$ cat config.mk
export PLATFORM = sky130hd
export DESIGN_NAME = cbr_read_recovery
export DESIGN_NICKNAME = d
export VERILOG_FILES = /design/src/core/cbr_pkg.sv /design/src/core/cbr_read_recovery.sv
export VERILOG_INCLUDE_DIRS = /design/src /design/src/core
export SDC_FILE = /design/constraint.sdc
export NUM_CORES = 1
export LEC_CHECK = 0
export BUFFER_PORTS_ARGS = -buffer_cell sky130_fd_sc_hd__buf_2
export CORE_MARGIN = 3
export CORE_UTILIZATION = 50
export DETAILED_ROUTE_END_ITERATION = 6
export GPL_ROUTABILITY_DRIVEN = 0
export PLACE_DENSITY_LB_ADDON = 0.1
export SYNTH_ARGS = -nofsm -noshare
export SYNTH_HDL_FRONTEND = slang
export SYNTH_SLANG_ARGS = --single-unit
$ cat constraint.sdc
create_clock -name i_mclk -period 2 [get_ports i_mclk]
set_input_delay 0.5 -clock i_mclk [delete_from_list [all_inputs] [get_ports i_mclk]]
set_output_delay 0.5 -clock i_mclk [all_outputs]
set_load 0.1 [all_outputs]
$ cat src/core/cbr_defs.svh
/*
 * constants for the cassette biphase read recovery block: timing counts,
 * prescaler reload, shift register width.
 * assumes inclusion by bare name from the package and the core module.
 */
`ifndef CBR_DEFS_SVH
`define CBR_DEFS_SVH

// system clock period in ns (125 MHz)
`define CBR_CLK_PERIOD_NS 8
// default bit rate in bits per second
`define CBR_BIT_RATE_BPS 1200
// oversampling factor of the prescaler
`define CBR_OVERSAMPLE 16
// prescaler reload count: clocks per read-clock tick, 1e9/(8*1200*16) = 6510
`define CBR_PRESCALE_DIV (1000000000 / (`CBR_CLK_PERIOD_NS * `CBR_BIT_RATE_BPS * `CBR_OVERSAMPLE))
// read-clock tick at which the level is sampled
`define CBR_SAMPLE_TICK 4
// read-clock tick at which timing stops and the detector is re-armed
`define CBR_STOP_TICK 12
// shift register width
`define CBR_SR_WIDTH 8
// prescaler counter width
`define CBR_PRE_WIDTH 16
// bit-timing divider width
`define CBR_DIV_WIDTH 4

`endif

$ cat src/core/cbr_pkg.sv
/*
 * types for the cassette biphase read recovery block.
 * assumes cbr_defs.svh is on the include path.
 */
`include "cbr_defs.svh"

package cbr_pkg;
    typedef enum logic [0:0] {
        CBR_IDLE = 1'b0,
        CBR_RUN = 1'b1
    } cbr_state_type;
    typedef logic [`CBR_SR_WIDTH-1:0] cbr_byte_type;
    typedef logic [`CBR_PRE_WIDTH-1:0] cbr_pre_type;
    typedef logic [`CBR_DIV_WIDTH-1:0] cbr_div_type;
endpackage

$ cat src/core/cbr_read_recovery.sv
/*
 * cassette recorder interface, read side: edge detector, self-restarting
 * bit timer, eight-bit receive shift register and a two-entry output buffer.
 * assumes i_tape_data is the digitised playback level, already synchronous
 * to i_mclk, and that the data bus reader samples o_byte on o_byte_valid.
 */
// Operation
// - idle: first input transition starts the read-clock counters
// - four read-clock ticks after start, shift in current input level
// - at tick twelve, divider reset, prescaler preset and held
// - then idle with counters held until next transition restarts them
// - enabled detector pulses on every transition, either direction
// - detector masked from starting transition until tick twelve
// - mid-cell transition near tick eight ignored; equal bits read equal
// - unmasked detector pulses form the shift clock; self-clocking
// - prescaler reloads at sixteen times bit rate, divider counts ticks
// - configuration input optionally inverts input data before sampling
// - eight-bit shift register; byte driven onto bus when read
`timescale 1ns/10ps
`include "cbr_defs.svh"

module cbr_read_recovery (
    input wire logic i_mclk,
    input wire logic i_rst_b,
    input wire logic i_tape_data,
    input wire logic i_invert,
    input wire cbr_pkg::cbr_pre_type i_prescale,
    input wire logic i_bus_ready,
    output logic o_byte_valid,
    output cbr_pkg::cbr_byte_type o_byte,
    output cbr_pkg::cbr_byte_type o_shift,
    output logic o_bit_strobe,
    output logic o_overrun,
    output logic o_running
);
    import cbr_pkg::*;

    localparam cbr_div_type SAMPLE_TICK = `CBR_DIV_WIDTH'(`CBR_SAMPLE_TICK);
    localparam cbr_div_type STOP_TICK = `CBR_DIV_WIDTH'(`CBR_STOP_TICK);
    localparam logic [2:0] BITS_LAST = 3'(`CBR_SR_WIDTH - 1);

    // ************************************************************
    // edge detection and bit timer
    // ************************************************************
    cbr_state_type state;
    cbr_state_type next_state;
    logic prev_level;
    logic next_prev_level;
    cbr_pre_type pre_cnt;
    cbr_pre_type next_pre_cnt;
    cbr_div_type div_cnt;
    cbr_div_type next_div_cnt;
    logic edge_seen;
    logic tick;
    logic data_level;
    logic sample;

    always_comb begin
        edge_seen = i_tape_data ^ prev_level;
        data_level = i_tape_data ^ i_invert;
        // a zero reload would never tick; treat it as one
        tick = (state == CBR_RUN) && (pre_cnt <= 16'h0001);
        next_prev_level = i_tape_data;
        next_state = state;
        next_pre_cnt = pre_cnt;
        next_div_cnt = div_cnt;
        sample = 1'b0;
        case (state)
            CBR_IDLE: begin
                // detector armed only here, so edges inside a cell are lost
                if (edge_seen) begin
                    next_state = CBR_RUN;
                    next_pre_cnt = i_prescale;
                    next_div_cnt = 4'h0;
                end else begin
                    next_pre_cnt = i_prescale;
                    next_div_cnt = 4'h0;
                end
            end
            CBR_RUN: begin
                // edges ignored while running, incl. the mid-cell one
                if (tick) begin
                    next_pre_cnt = i_prescale;
                    next_div_cnt = div_cnt + 4'h1;
                    if (div_cnt + 4'h1 == SAMPLE_TICK) begin
                        sample = 1'b1;
                    end
                    if (div_cnt + 4'h1 == STOP_TICK) begin
                        next_state = CBR_IDLE;
                        next_div_cnt = 4'h0;
                    end
                end else begin
                    next_pre_cnt = pre_cnt - 16'h0001;
                end
            end
            default: begin
                next_state = CBR_IDLE;
            end
        endcase
    end

    always_ff @(posedge i_mclk) begin
        if (!i_rst_b) begin
            state <= CBR_IDLE;
            prev_level <= 1'b0;
            pre_cnt <= 16'h0000;
            div_cnt <= 4'h0;
        end else begin
            state <= next_state;
            prev_level <= next_prev_level;
            pre_cnt <= next_pre_cnt;
            div_cnt <= next_div_cnt;
        end
    end

    // ************************************************************
    // shift register and byte assembly
    // ************************************************************
    cbr_byte_type shreg;
    cbr_byte_type next_shreg;
    logic [2:0] bit_cnt;
    logic [2:0] next_bit_cnt;
    logic byte_done;
    logic next_strobe;

    always_comb begin
        next_shreg = shreg;
        next_bit_cnt = bit_cnt;
        byte_done = 1'b0;
        next_strobe = sample;
        if (sample) begin
            next_shreg = {shreg[`CBR_SR_WIDTH-2:0], data_level};
            next_bit_cnt = bit_cnt + 3'h1;
            byte_done = (bit_cnt == BITS_LAST);
        end
    end

    always_ff @(posedge i_mclk) begin
        if (!i_rst_b) begin
            shreg <= 8'h00;
            bit_cnt <= 3'h0;
            o_bit_strobe <= 1'b0;
        end else begin
            shreg <= next_shreg;
            bit_cnt <= next_bit_cnt;
            o_bit_strobe <= next_strobe;
        end
    end

    // ************************************************************
    // two-entry output buffer
    // ************************************************************
    // tape cannot be stalled, so a full buffer not read in that cycle drops the byte and flags it
    cbr_byte_type buf_mem [0:1];
    cbr_byte_type next_buf_mem [0:1];
    logic [1:0] count;
    logic [1:0] next_count;
    logic rd_ptr;
    logic next_rd_ptr;
    logic wr_ptr;
    logic next_wr_ptr;
    logic next_overrun;
    logic push;
    logic pop;
    logic in_ready;

    always_comb begin
        in_ready = (count != 2'h2);
        pop = o_byte_valid && i_bus_ready;
        push = byte_done && (in_ready || pop);
        next_overrun = o_overrun | (byte_done && !push);
        next_count = count + {1'b0, push} - {1'b0, pop};
        next_rd_ptr = rd_ptr ^ pop;
        next_wr_ptr = wr_ptr ^ push;
        for (int i = 0; i < 2; i++) begin
            next_buf_mem[i] = buf_mem[i];
        end
        if (push) begin
            next_buf_mem[wr_ptr] = next_shreg;
        end
    end

    always_ff @(posedge i_mclk) begin
        if (!i_rst_b) begin
            count <= 2'h0;
            rd_ptr <= 1'b0;
            wr_ptr <= 1'b0;
            o_overrun <= 1'b0;
        end else begin
            count <= next_count;
            rd_ptr <= next_rd_ptr;
            wr_ptr <= next_wr_ptr;
            o_overrun <= next_overrun;
        end
    end

    // one storage register per entry, selected by the pointers
    for (genvar g = 0; g < 2; g++) begin : g_entry
        always_ff @(posedge i_mclk) begin
            if (!i_rst_b) begin
                buf_mem[g] <= 8'h00;
            end else begin
                buf_mem[g] <= next_buf_mem[g];
            end
        end
    end

    // ************************************************************
    // registered outputs
    // ************************************************************
    logic next_byte_valid;
    cbr_byte_type next_byte;
    logic next_running;

    // look-ahead on the next buffer and timer state keeps every output a plain flop
    always_comb begin
        next_byte_valid = (next_count != 2'h0);
        next_byte = next_buf_mem[next_rd_ptr];
        next_running = (next_state == CBR_RUN);
    end

    always_ff @(posedge i_mclk) begin
        if (!i_rst_b) begin
            o_byte_valid <= 1'b0;
            o_byte <= 8'h00;
            o_shift <= 8'h00;
            o_running <= 1'b0;
        end else begin
            o_byte_valid <= next_byte_valid;
            o_byte <= next_byte;
            o_shift <= next_shreg;
            o_running <= next_running;
        end
    end
endmodule // cbr_read_recovery

# --- Word-level counts from Yosys, hierarchy flattened ---
# Memories as Yosys holds them, arrays and structs flattened.
# Index checks and enable logic that the tools add are counted.
word_totals:
  ff_bits: 48
  ram_bits: 16
  inputBits: 21
  output_inout_bits: 20
  wordCells: 71
  mem_count: 1
mem_list:
  columns: ["memory", "depth", "width", "read_ports", "rd_ports_with_merged_regs", "write_ports", "line", "rtl"]
  rows:
  - ["buf_mem", 2, 8, 2, 0, 2, "cbr_read_recovery.sv:154", "cbr_byte_type buf_mem [0:1];"]
classes:
  addsub: 5
  order_cmp: 4
  n_eq_ne: 5
  mux: 25
  bitwise_logic: 10
  reduce_logical: 8
op_table:
  columns: ["cell", "n"]
  rows:
  - ["8-bit two-way mux", 7]
  - ["16-bit two-way mux", 2]
  - ["16-bit one-hot mux with 2 select lines", 1]
  - ["16-bit bitwise mux", 1]
  - ["16-bit by 1-bit <= comparator with 1-bit output (second input constant)", 1]
  - ["16-bit by 1-bit subtractor with 16-bit output (second input constant)", 1]
  - ["1-bit two-way mux", 9]
  - ["8-bit demux with 1-bit select", 1]
  - ["4-bit two-way mux", 2]
  - ["4-bit one-hot mux with 2 select lines", 1]
  - ["1-bit logical AND", 5]
  - ["4-bit by 1-bit adder with 4-bit output (second input constant)", 1]
  - ["4-bit by 3-bit equality test with 1-bit output (second input constant)", 1]
  - ["4-bit equality test (second input constant)", 1]
  - ["2-bit greater-or-equal comparator (second input constant)", 2]
  - ["1-bit NOT with 2-bit output", 2]
  - ["1-bit bitwise XOR", 4]
  - ["3-bit by 1-bit adder with 3-bit output (second input constant)", 1]
  - ["3-bit equality test (second input constant)", 1]
  - ["1-bit bitwise OR", 3]
  - ["2-bit by 1-bit adder with 2-bit output", 1]
  - ["2-bit by 1-bit less-than comparator with 1-bit output (second input constant)", 1]
  - ["2-bit by 1-bit != test with 1-bit output (second input constant)", 1]
  - ["2-bit != test (second input constant)", 1]
  - ["other kinds (6)", 6]

# --- Longest topological paths before layout ---
# Gate-level depths: netlist (run 1).
depth:
  depth_word: 11
  mapped_depth: 10
  mapped_depth_nobuf: 10

# --- Least setup slack after synthesis (run 1) ---
# OpenSTA, ideal clock, no wires.
synth_timing:
  kind: "reg2reg"
  startpoint: "register, netlist name o_running"
  endpoint: "register o_byte_valid"
  arrival_time_ns: 2.638
  path_slack_ns: -0.752
  stages_incl_launch_ff: 10
  n_path_buf: 1
  path_cell_list: "dfxtp_1 -> nor4bb_1 -> and4_1 -> buf_2 -> a31oi_1 -> o21bai_1 -> ha_1 -> xnor2_1 -> xnor2_1 -> o21a_1"
synth_rtl:
  columns: ["item", "line", "rtl"]
  rows:
  - ["end signal, assigned", "cbr_read_recovery.sv:229", "o_byte_valid <= next_byte_valid;"]
  - ["end, declared", "cbr_read_recovery.sv:29", "output logic o_byte_valid,"]

# --- Final worst setup path (run 1) ---
layout_timing:
  startpoint: "register pre_cnt[2]"
  endpoint: "register o_byte_valid"
layout_via:
  elab_chain_len: 9
layout_rtl:
  columns: ["item", "line", "rtl"]
  rows:
  - ["start, declared", "cbr_read_recovery.sv:49", "cbr_pre_type pre_cnt;"]
  - ["start signal, assigned", "cbr_read_recovery.sv:111", "pre_cnt <= next_pre_cnt;"]
  - ["16-bit by 1-bit <= comparator with 1-bit output", "cbr_read_recovery.sv:62", "tick = (state == CBR_RUN) && (pre_cnt <= 16'h0001);"]
  - ["1-bit logical AND", "cbr_read_recovery.sv:62", null]
  - ["1-bit two-way mux", "cbr_read_recovery.sv:82", "if (tick) begin"]
  - ["1-bit two-way mux", "cbr_read_recovery.sv:68", "case (state)"]
  - ["1-bit two-way mux", "cbr_read_recovery.sv:131", "if (sample) begin"]
  - ["1-bit logical AND", "cbr_read_recovery.sv:170", "push = byte_done && (in_ready || pop);"]
  - ["2-bit by 1-bit adder with 2-bit output", "cbr_read_recovery.sv:172", "next_count = count + {1'b0, push} - {1'b0, pop};"]
  - ["2-bit by 1-bit subtractor with 2-bit output", "cbr_read_recovery.sv:172", null]
  - ["2-bit nonzero test", "cbr_read_recovery.sv:217", "next_byte_valid = (next_count != 2'h0);"]
# No other way between the ends.
# A chain may end at the register's enable or synchronous reset.

==> results of run 1 <==
==> final timing paths <==
path,end,slack (ps),cells past startpoint
max,o_byte_valid,-120,8
min,pre_cnt[13],410,3
max reg2reg,o_byte_valid,-120,8
min reg2reg,o_overrun,450,2
==> registers in the layout, indices dropped and copies added (netlist names) <==
| register | flops |
|---|---|
| rd_ptr | 1 |
| buf_mem | 16 |
| o_overrun | 1 |
| o_bit_strobe | 1 |
| count | 2 |
| o_running | 1 |
| o_shift | 8 |
| prev_level | 1 |
| bit_cnt | 3 |
| o_byte_valid | 1 |
| wr_ptr | 1 |
| pre_cnt | 16 |
| o_byte | 8 |
| div_cnt | 4 |
==> per-layer routing <==
| metal | vias up | part of all wire |
|---|---|---|
| met3 | 11 | 0.063 |
| met1 | 1162 | 0.45 |
| met4 | 0 | 0.0088 |
| li1 | 1253 | - |
| met2 | 70 | 0.47 |
| met5 | - | 0 |
==> power by group through the flow <==
stage	Sequential (W)	Clock, W	Combinational, W
2_1_floorplan	0.00139	0	0.000190
3_3_place_gp	0.00138	0	0.000344
3_5_place_dp	0.00138	0	0.000348
4_1_cts	0.00135	0.00113	0.000382
5_1_grt	0.00136	0.00118	0.000475
6_report	0.00136	0.00111	0.000439
==> through the flow <==
step	power, W	setup TNS, ps	cells
after detailed placement	0.001728	-1070	451
after global routing	0.003019	-971.2	473
after global placement	0.001722	-676.9	451
after CTS	0.002862	-145.2	470
after floorplan	0.001577	-343.8	308
final	0.002910	-372.0	473
==> synthesized netlist by cell type, drive strengths merged, types with 2 or more instances <==
cell / n
inv: 10
and3: 2
ha: 6
nand2: 35
buf: 2
nor2: 47
nor2b: 2
a31oi: 4
clkbuf: 9
o22ai: 8
o21ai: 13
mux2i: 15
and2: 4
xnor2: 14
nor3: 4
nand3: 7
a21oi: 14
or4: 5
a31o: 2
dfxtp: 64
a211oi: 12
xor2: 7
nor4: 5
==> worst max-delay path, stage by stage, from the launching register on <==
cell	delay, ps
dfxtp_2	330
or4_4	570
a2111oi_4	230
nand2_1	120
o21bai_1	150
ha_2	210
xnor2_2	110
xnor2_1	100
o21a_1	190
==> logic make-up (layout without fill, tap and decap cells) <==
logic type	Yosys count	in the layout
fa+ha+maj	6	6
buf+inv	22	117
simple gates	117	117
mux	16	16
xor+xnor	22	22
compound gates	61	61
flops	64	64
==> timing repair <==
item	4_1_cts	5_1_grt
gates resized for setup	12	40
buffers inserted	3	3
pin swaps	11	5
setup endpoints to repair	20	24
==> cell type report <==
| class | count | area (sq um) |
|---|---|---|
| Sequential cell | 64 | 1301 |
| Fill cell | 398 | 1374 |
| Timing Repair Buffer | 90 | 624.3 |
| Clock inverter | 5 | 56.30 |
| Multi-Input combinational cell | 222 | 1612 |
| Clock buffer | 11 | 141.4 |
| Tap cell | 70 | 87.58 |
| Inverter | 11 | 41.29 |
==> metrics.md, run 1 <==
| Metric | Value |
|---|---|
| Minimum clock period | 2117 ps |
| Distinct cells, synth | 46 |
| Flop pwr share | 0.467 |
| CP required | 2230 ps |
| Data arrival, critical path | 2350 ps |
| Vias in the first global route | 2,430 |
| GR Util met2 | 0.3667 |
| Port bufs | 40 |
| Total congestion overflow | 0 |
| Worst Hold Class | input pin to register |
| CTS tree | yes |
| Clock share of power | 0.382 |
| Cell Pwr Density | 753.3 nW/um^2 |
| RR Startpoint | pre_cnt[2] |
| Worst-skew pair later-pin latency | 350 ps |
| XOR/XNOR share of the synthesized area | 0.07406 |
| Hold buffers post-CTS | 0 |
| Synth top area share | 0.4596 |
| Max_cap viols | 0 |
| Final setup skew | 5.173 ps |
| Via density | 5.277 |
| Top post-synthesis cells by area | dfxtp_1 46%, nor2_1 6.3%, mux2i_1 5.4% |
| RSZ-0062 raised after global routing | yes |
| GRT Max-Usage Layer | met2 |
| Largest net degree at the start of global routing | 29 |
| Simple-gate share of the synthesized area | 0.2069 |
| Syn_nets | 335 |
| I/O pins | 41 |
| P_sw | 0.0007800 W |
| Switch share | 0.2680 |
| Min-delay src | i_prescale[13] |
| Antenna diodes | 0 |
| Dpl cell area | 3431 sq um |
| CP endpoint kind | register |
| Post-synth EDFFs | 0 |
| Dpl ws | -171.9 ps |
| Yosys reg bits | 64 |
| H-tree Lvls | 3 |
| Num rows | 26 |
| Clock slew at reported path FFs | 70 ps |
| Post-route ant nets | 0 |
| Cell taking the most area after synthesis | dfxtp_1 |
| Routed via count | 2,496 |
| Final worst-path setup slack | -117.2 ps |
| Violated checks | negative setup slack |
| VDD IR max | 0.0006531 V |
| Core area | 5238 sq um |
| Met3 Resource Use GR | 0.07848 |
| Final-stage net count | 425 |
| Root Buffer | clkbuf_8 |
| Proportion of synthesized area in mux cells | 0.05790 |
| Met1 Track Usage GR | 0.2973 |
| Min Hold Slack | 410.9 ps |
| Status | complete, but fails checks |
| Kind of start point of the critical path | register |
| Largest family of logic cells by synthesized area | simple AND/OR/NAND/NOR gates |
| Wirelength, routed | 6966 um |
| Post-synthesis adder-cell area fraction | 0.02693 |
| Clock tree buffer depth | 2 |
| Sequential fraction of the synthesis area | 0.4596 |
| Initial DRC Count | 123 |
| Avg Inst Size Synth | 9.051 sq um |
| Synth Area in Compound Gates | 0.1441 |
| Initial antenna violation count | 0 |
| DP Wirelength | 4642 um |
| Setup-failing EPs final | 4 |
| Critical path origin | pre_cnt[2] |
| LEAKAGE | 1.633 nW |
| Post-route DRC | 0 |
| Fin. max-slew vios | 0 |
| Relative slew slack | 0.6763 |
| Int Power | 0.002130 W |
| Most common cell after layout, fill and taps aside | dfxtp_1 |
| Area delta synth->final | 38.60% |
| GRT Overall Usage | 0.2293 |
| Die Span X | 80.67 um |
| WL per Instance | 14.73 um |
| Cell area after synthesis | 2788 sq um |
| Highest-count cells in the layout ignoring fill and taps | 54 x dfxtp_1, 44 x buf_4, 40 x buf_2 |
| Wire length of the first global-routing pass | 11,300 um |
| Die height | 80.67 um |
| Clk sinks | 64 |
| Endpoints failing hold | 0 |
| DRT Pass-1 Iters | 5 |
| Core Util, Final | 0.7377 |
| Worst Tran Pin Value | 489.0 ps |
| Design Area, Final | 3864 sq um |
| Comb pwr share | 0.151 |
| Initial core utilization | 0.5323 |
| Ys Warns | 0 |
| Ys flop type | dfxtp_1 |
| Critical path class | register to register |
| Final worst-path cycle share | 1.059 |
| Die area | 6508 sq um |
| Num CTS Buffers | 9 |
| Share of flip-flops with an asynchronous set or reset | 0 |
| Critical path peak fanout | 3 |
| Syn Inst Count | 308 |
| Fmax | 472.3 MHz |
| Layout cells sized above 1 | 0.3945 |
Power figures use the tool's default switching activity.
==> run 2, diff against run 1 <==
--- a/config.mk
+++ b/config.mk
@@ -6,12 +6,15 @@
 export SDC_FILE = /design/constraint.sdc
 export NUM_CORES = 1
 export LEC_CHECK = 0
+export ABC_AREA = 1
 export BUFFER_PORTS_ARGS = -buffer_cell sky130_fd_sc_hd__buf_2
 export CORE_MARGIN = 3
 export CORE_UTILIZATION = 50
 export DETAILED_ROUTE_END_ITERATION = 6
 export GPL_ROUTABILITY_DRIVEN = 0
 export PLACE_DENSITY_LB_ADDON = 0.1
+export REMOVE_ABC_BUFFERS = 1
 export SYNTH_ARGS = -nofsm -noshare
 export SYNTH_HDL_FRONTEND = slang
 export SYNTH_SLANG_ARGS = --single-unit
+export TNS_END_PERCENT = 1
==> run 2 against run 1 <==
  * The flow still finishes with violations (negative setup slack)
  * Clock power about the same
  * Clock skew is 2.7 ps higher
  * Sequential power barely moved
  * Via count up 12%
  * Die area is 9.3% higher
  * Utilization fell by 5.3 points
  * Clock-buffer cell count stayed put
  * Design area grew 1.1%
  * Sequential share of layout area shrank 0.75 points
==> metrics.md, run 2 <==
| Metric | Value |
|---|---|
| Status | complete, but fails checks |
| Violated checks | negative setup slack |
| Final-stage net count | 511 (+20%) |
| Yosys reg bits | 64 (unchanged) |
| Worst Hold Class | input pin to register |
| Initial core utilization | 0.5376 (+0.005334) |
| Hold Path Depth | 3 (unchanged) |
| DP Wirelength | 4806 um (+3.5%) |
| Filler instances | 485 (+22%) |
| RSZ-0062 raised after global routing | yes |
| Number of cells on the worst reg-to-reg path | 15 (+7) |
| Antenna diodes | 0 (unchanged) |
| WL per Instance | 12.18 um (-17%) |
| Final worst-path setup slack | -57.65 ps (+59.55 ps) |
| Top post-synthesis cells by area | dfxtp_1 42%, nand2_1 10%, nor2_1 6.6% |
| Most common cell after layout, fill and taps aside | nand2_1 |
| I/O pins | 41 (unchanged) |
| Commonest cells in the netlist | 85 x nand2_1, 64 x dfxtp_1, 54 x nor2_1, 47 x inv_1, 34 x nand3_1 |
| Synth top area share | 0.4174 (-0.04216) |
| Endpoints failing hold | 0 (unchanged) |
| Clock slew at reported path FFs | 70 ps (about the same) |
| Post-route DRC | 0 (unchanged) |
| Share of flip-flops with an asynchronous set or reset | 0 (unchanged) |
| Worst-skew pair later-pin latency | 340 ps (about the same) |
| Cell Pwr Density | 725.8 nW/um^2 (-3.6%) |
| Highest-count cells in the layout ignoring fill and taps | 76 x nand2_1, 62 x dfxtp_1, 52 x nor2_1 |
| Critical path class | register to register |
| Wire length of the first global-routing pass | 11,930 um (+5.6%) |
| LEAKAGE | 1.771 nW (+8.4%) |
| Sequential fraction of the synthesis area | 0.4174 (-0.04216) |
| H-tree Lvls | 3 (unchanged) |
| Via density | 5.004 (-5.2%) |
| CTS tree | yes |
| Clk sinks | 64 (unchanged) |
| Cell taking the most area after synthesis | dfxtp_1 |
| Worst Tran Pin Value | 732.7 ps (+243.7 ps) |
| Total congestion overflow | 0 (unchanged) |
| Area delta synth->final | 27.27% |
| Port bufs | 40 (unchanged) |
| Fin. max-slew vios | 0 (unchanged) |
| Fmax | 486.0 MHz (+2.9%) |
| Layout cells sized above 1 | 0.3006 (-0.09393) |
| Dpl cell area | 3543 sq um (+3.3%) |
| Initial antenna violation count | 0 (unchanged) |
| Largest net degree at the start of global routing | 36 (+24%) |
| XOR/XNOR share of the synthesized area | 0.04280 (-0.03125) |
| GRT Overall Usage | 0.2042 (-0.02508) |
| Simple-gate share of the synthesized area | 0.3587 (+0.1518) |
| VDD IR max | 0.0004404 V (-33%) |
| Biggest regs | buf_mem: 16 flops, pre_cnt: 16 flops |
| Relative slew slack | 0.5098 (-0.1665) |
| Flip-flop and latch area | 1286 sq um (-1.2%) |
| Avg Inst Size Synth | 7.431 sq um (-18%) |
| Num rows | 27 (+3.8%) |
| Core area | 5709 sq um (+9.0%) |
| Kind of start point of the critical path | register |
| Worst-path cell chain | inv_4 > ha_4 > inv_4 > nand2_4 > nand2_4 > nor2_4 > nand3_4 > nor2_8 > nand3_4 > o21ai_2 > ha_2 > xor2_2 > nand3_1 > nand2_1 > o21ai_1 |
| Cell area after synthesis | 3069 sq um (+10%) |
| Power Total | 0.002835 W (-2.6%) |
| CP required | 2220 ps (about the same) |
| Largest family of logic cells by synthesized area | simple AND/OR/NAND/NOR gates |
| Fin cells | 561 (+19%) |
| Routed via count | 2,807 (+12%) |
| Die Span X | 84.35 um (+4.6%) |
| Die height | 84.35 um (+4.6%) |
| Syn Inst Count | 413 (+34%) |
| Proportion of synthesized area in mux cells | 0 (-0.05790) |
| Clock tree buffer depth | 2 (unchanged) |
| Minimum clock period | 2058 ps (-59.55 ps) |
| DRT Pass-1 Iters | 4 (-1) |
| CP endpoint kind | register |
| Placed insts | 543 (+20%) |
| Initial DRC Count | 121 (-1.6%) |
| Setup-failing EPs final | 2 (-2) |
| Ys flop type | dfxtp_1 |
| Final setup skew | 7.916 ps (+2.742 ps) |
| Vias in the first global route | 2,750 (+13%) |
| Post-synthesis adder-cell area fraction | 0.02446 (-0.002470) |
| Critical path peak fanout | 3 (unchanged) |
| Critical-path top delay cell | dfxtp_4 |
| Final worst-path cycle share | 1.029 (-0.02978) |
| Ys Warns | 0 (unchanged) |
| Footprint of the multi-input gates | 1677 sq um (+4.0%) |
| Max_cap viols | 0 (unchanged) |
| Post-route ant nets | 0 (unchanged) |
| Num CTS Buffers | 9 (unchanged) |
| Post-synth EDFFs | 0 (unchanged) |
| Wirelength, routed | 6835 um (-1.9%) |
| Cell with the most instances after synthesis | nand2_1 |
| Synth Area in Compound Gates | 0.08031 (-0.06377) |
| Die area | 7114 sq um (+9.3%) |
| Data arrival, critical path | 2270 ps (-80 ps) |
| Slowest stage delay, CP | 370 ps (-200 ps) |
| Design Area, Final | 3906 sq um (+1.1%) |
| Root Buffer | clkbuf_8 |
| Distinct cells, synth | 30 (-35%) |
run 2: cells by family (layout without fill, tap and decap cells):
family | Yosys count | after routing
AOI/OAI and AO/OA | 47 | 47
xor gates and xnor gates | 15 | 15
buffers and inverters | 60 | 136
DFF | 64 | 64
adders and majority gates | 6 | 6
and+or+nand+nor | 221 | 221
run 2: worst paths after layout:
| path | slack (ps) | start | endpoint |
|---|---|---|---|
| max | -60 | pre_cnt[0] | o_byte_valid |
| min | 400 | i_tape_data | prev_level |
| max reg2reg | -60 | pre_cnt[0] | o_byte_valid |
| min reg2reg | 480 | buf_mem[1][0] | buf_mem[1][0] |
run 2: per-stage QoR:
step	hold WS, ps	util	setup WS [ps]	TNS [ps]
after floorplan	447.5	-	-642.2	-17270
after global placement	448.9	0.6206	-55.47	-77.12
after detailed placement	467.2	0.6206	-137.6	-250.8
after CTS	393.2	0.6686	-97.74	-193.9
after global routing	415.4	0.6842	-177.4	-2234
final	399.3	0.6842	-57.65	-106.5
run 2: power by group:
part           total, W  internal, W  leakage (nW)  switching, W
sequential      0.00135      0.00131         0.521     0.0000409
combinational  0.000379     0.000161          1.15      0.000218
clock           0.00110     0.000607        0.0993      0.000497
total           0.00284      0.00208          1.77      0.000756
run 2: final cells by class:
| type | instances | area share |
|---|---|---|
| Sequential cell | 64 | 0.3293 |
| Inverter | 48 | 0.04805 |
| Tap cell | 72 | 0.02306 |
| Timing Repair Buffer | 72 | 0.1198 |
| Clock buffer | 11 | 0.03619 |
| Clock inverter | 5 | 0.01441 |
| Multi-Input combinational cell | 289 | 0.4292 |
run 2: what timing repair did:
item | 4_1_cts | 5_1_grt
buffers inserted | 3 | 0
pin swaps | 7 | 19
resized for setup | 20 | 24
hold buffers | 0 | 0
endpoints found under the setup margin | 16 | 41
run 2: layer usage:
| metal | vias to the layer above | track usage | part of all wire |
|---|---|---|---|
| met5 | - | 0 | 0 |
| li1 | 1462 | - | - |
| met2 | 59 | 0.3415 | 0.47 |
| met4 | 0 | 0.07050 | 0.017 |
| met3 | 12 | 0.04711 | 0.047 |
| met1 | 1274 | 0.2591 | 0.46 |
run 2: critical path: cells and delay by family, from the launching register on:
| family | cells | cell delay (ps) |
|---|---|---|
| adder cells (fa/ha/maj) | 2 | 350 |
| XOR/XNOR | 1 | 160 |
| AND/OR/NAND/NOR | 8 | 760 |
| buffers and inverters | 2 | 110 |
| AO/OA/AOI/OAI | 2 | 190 |
| flip-flops | 1 | 370 |
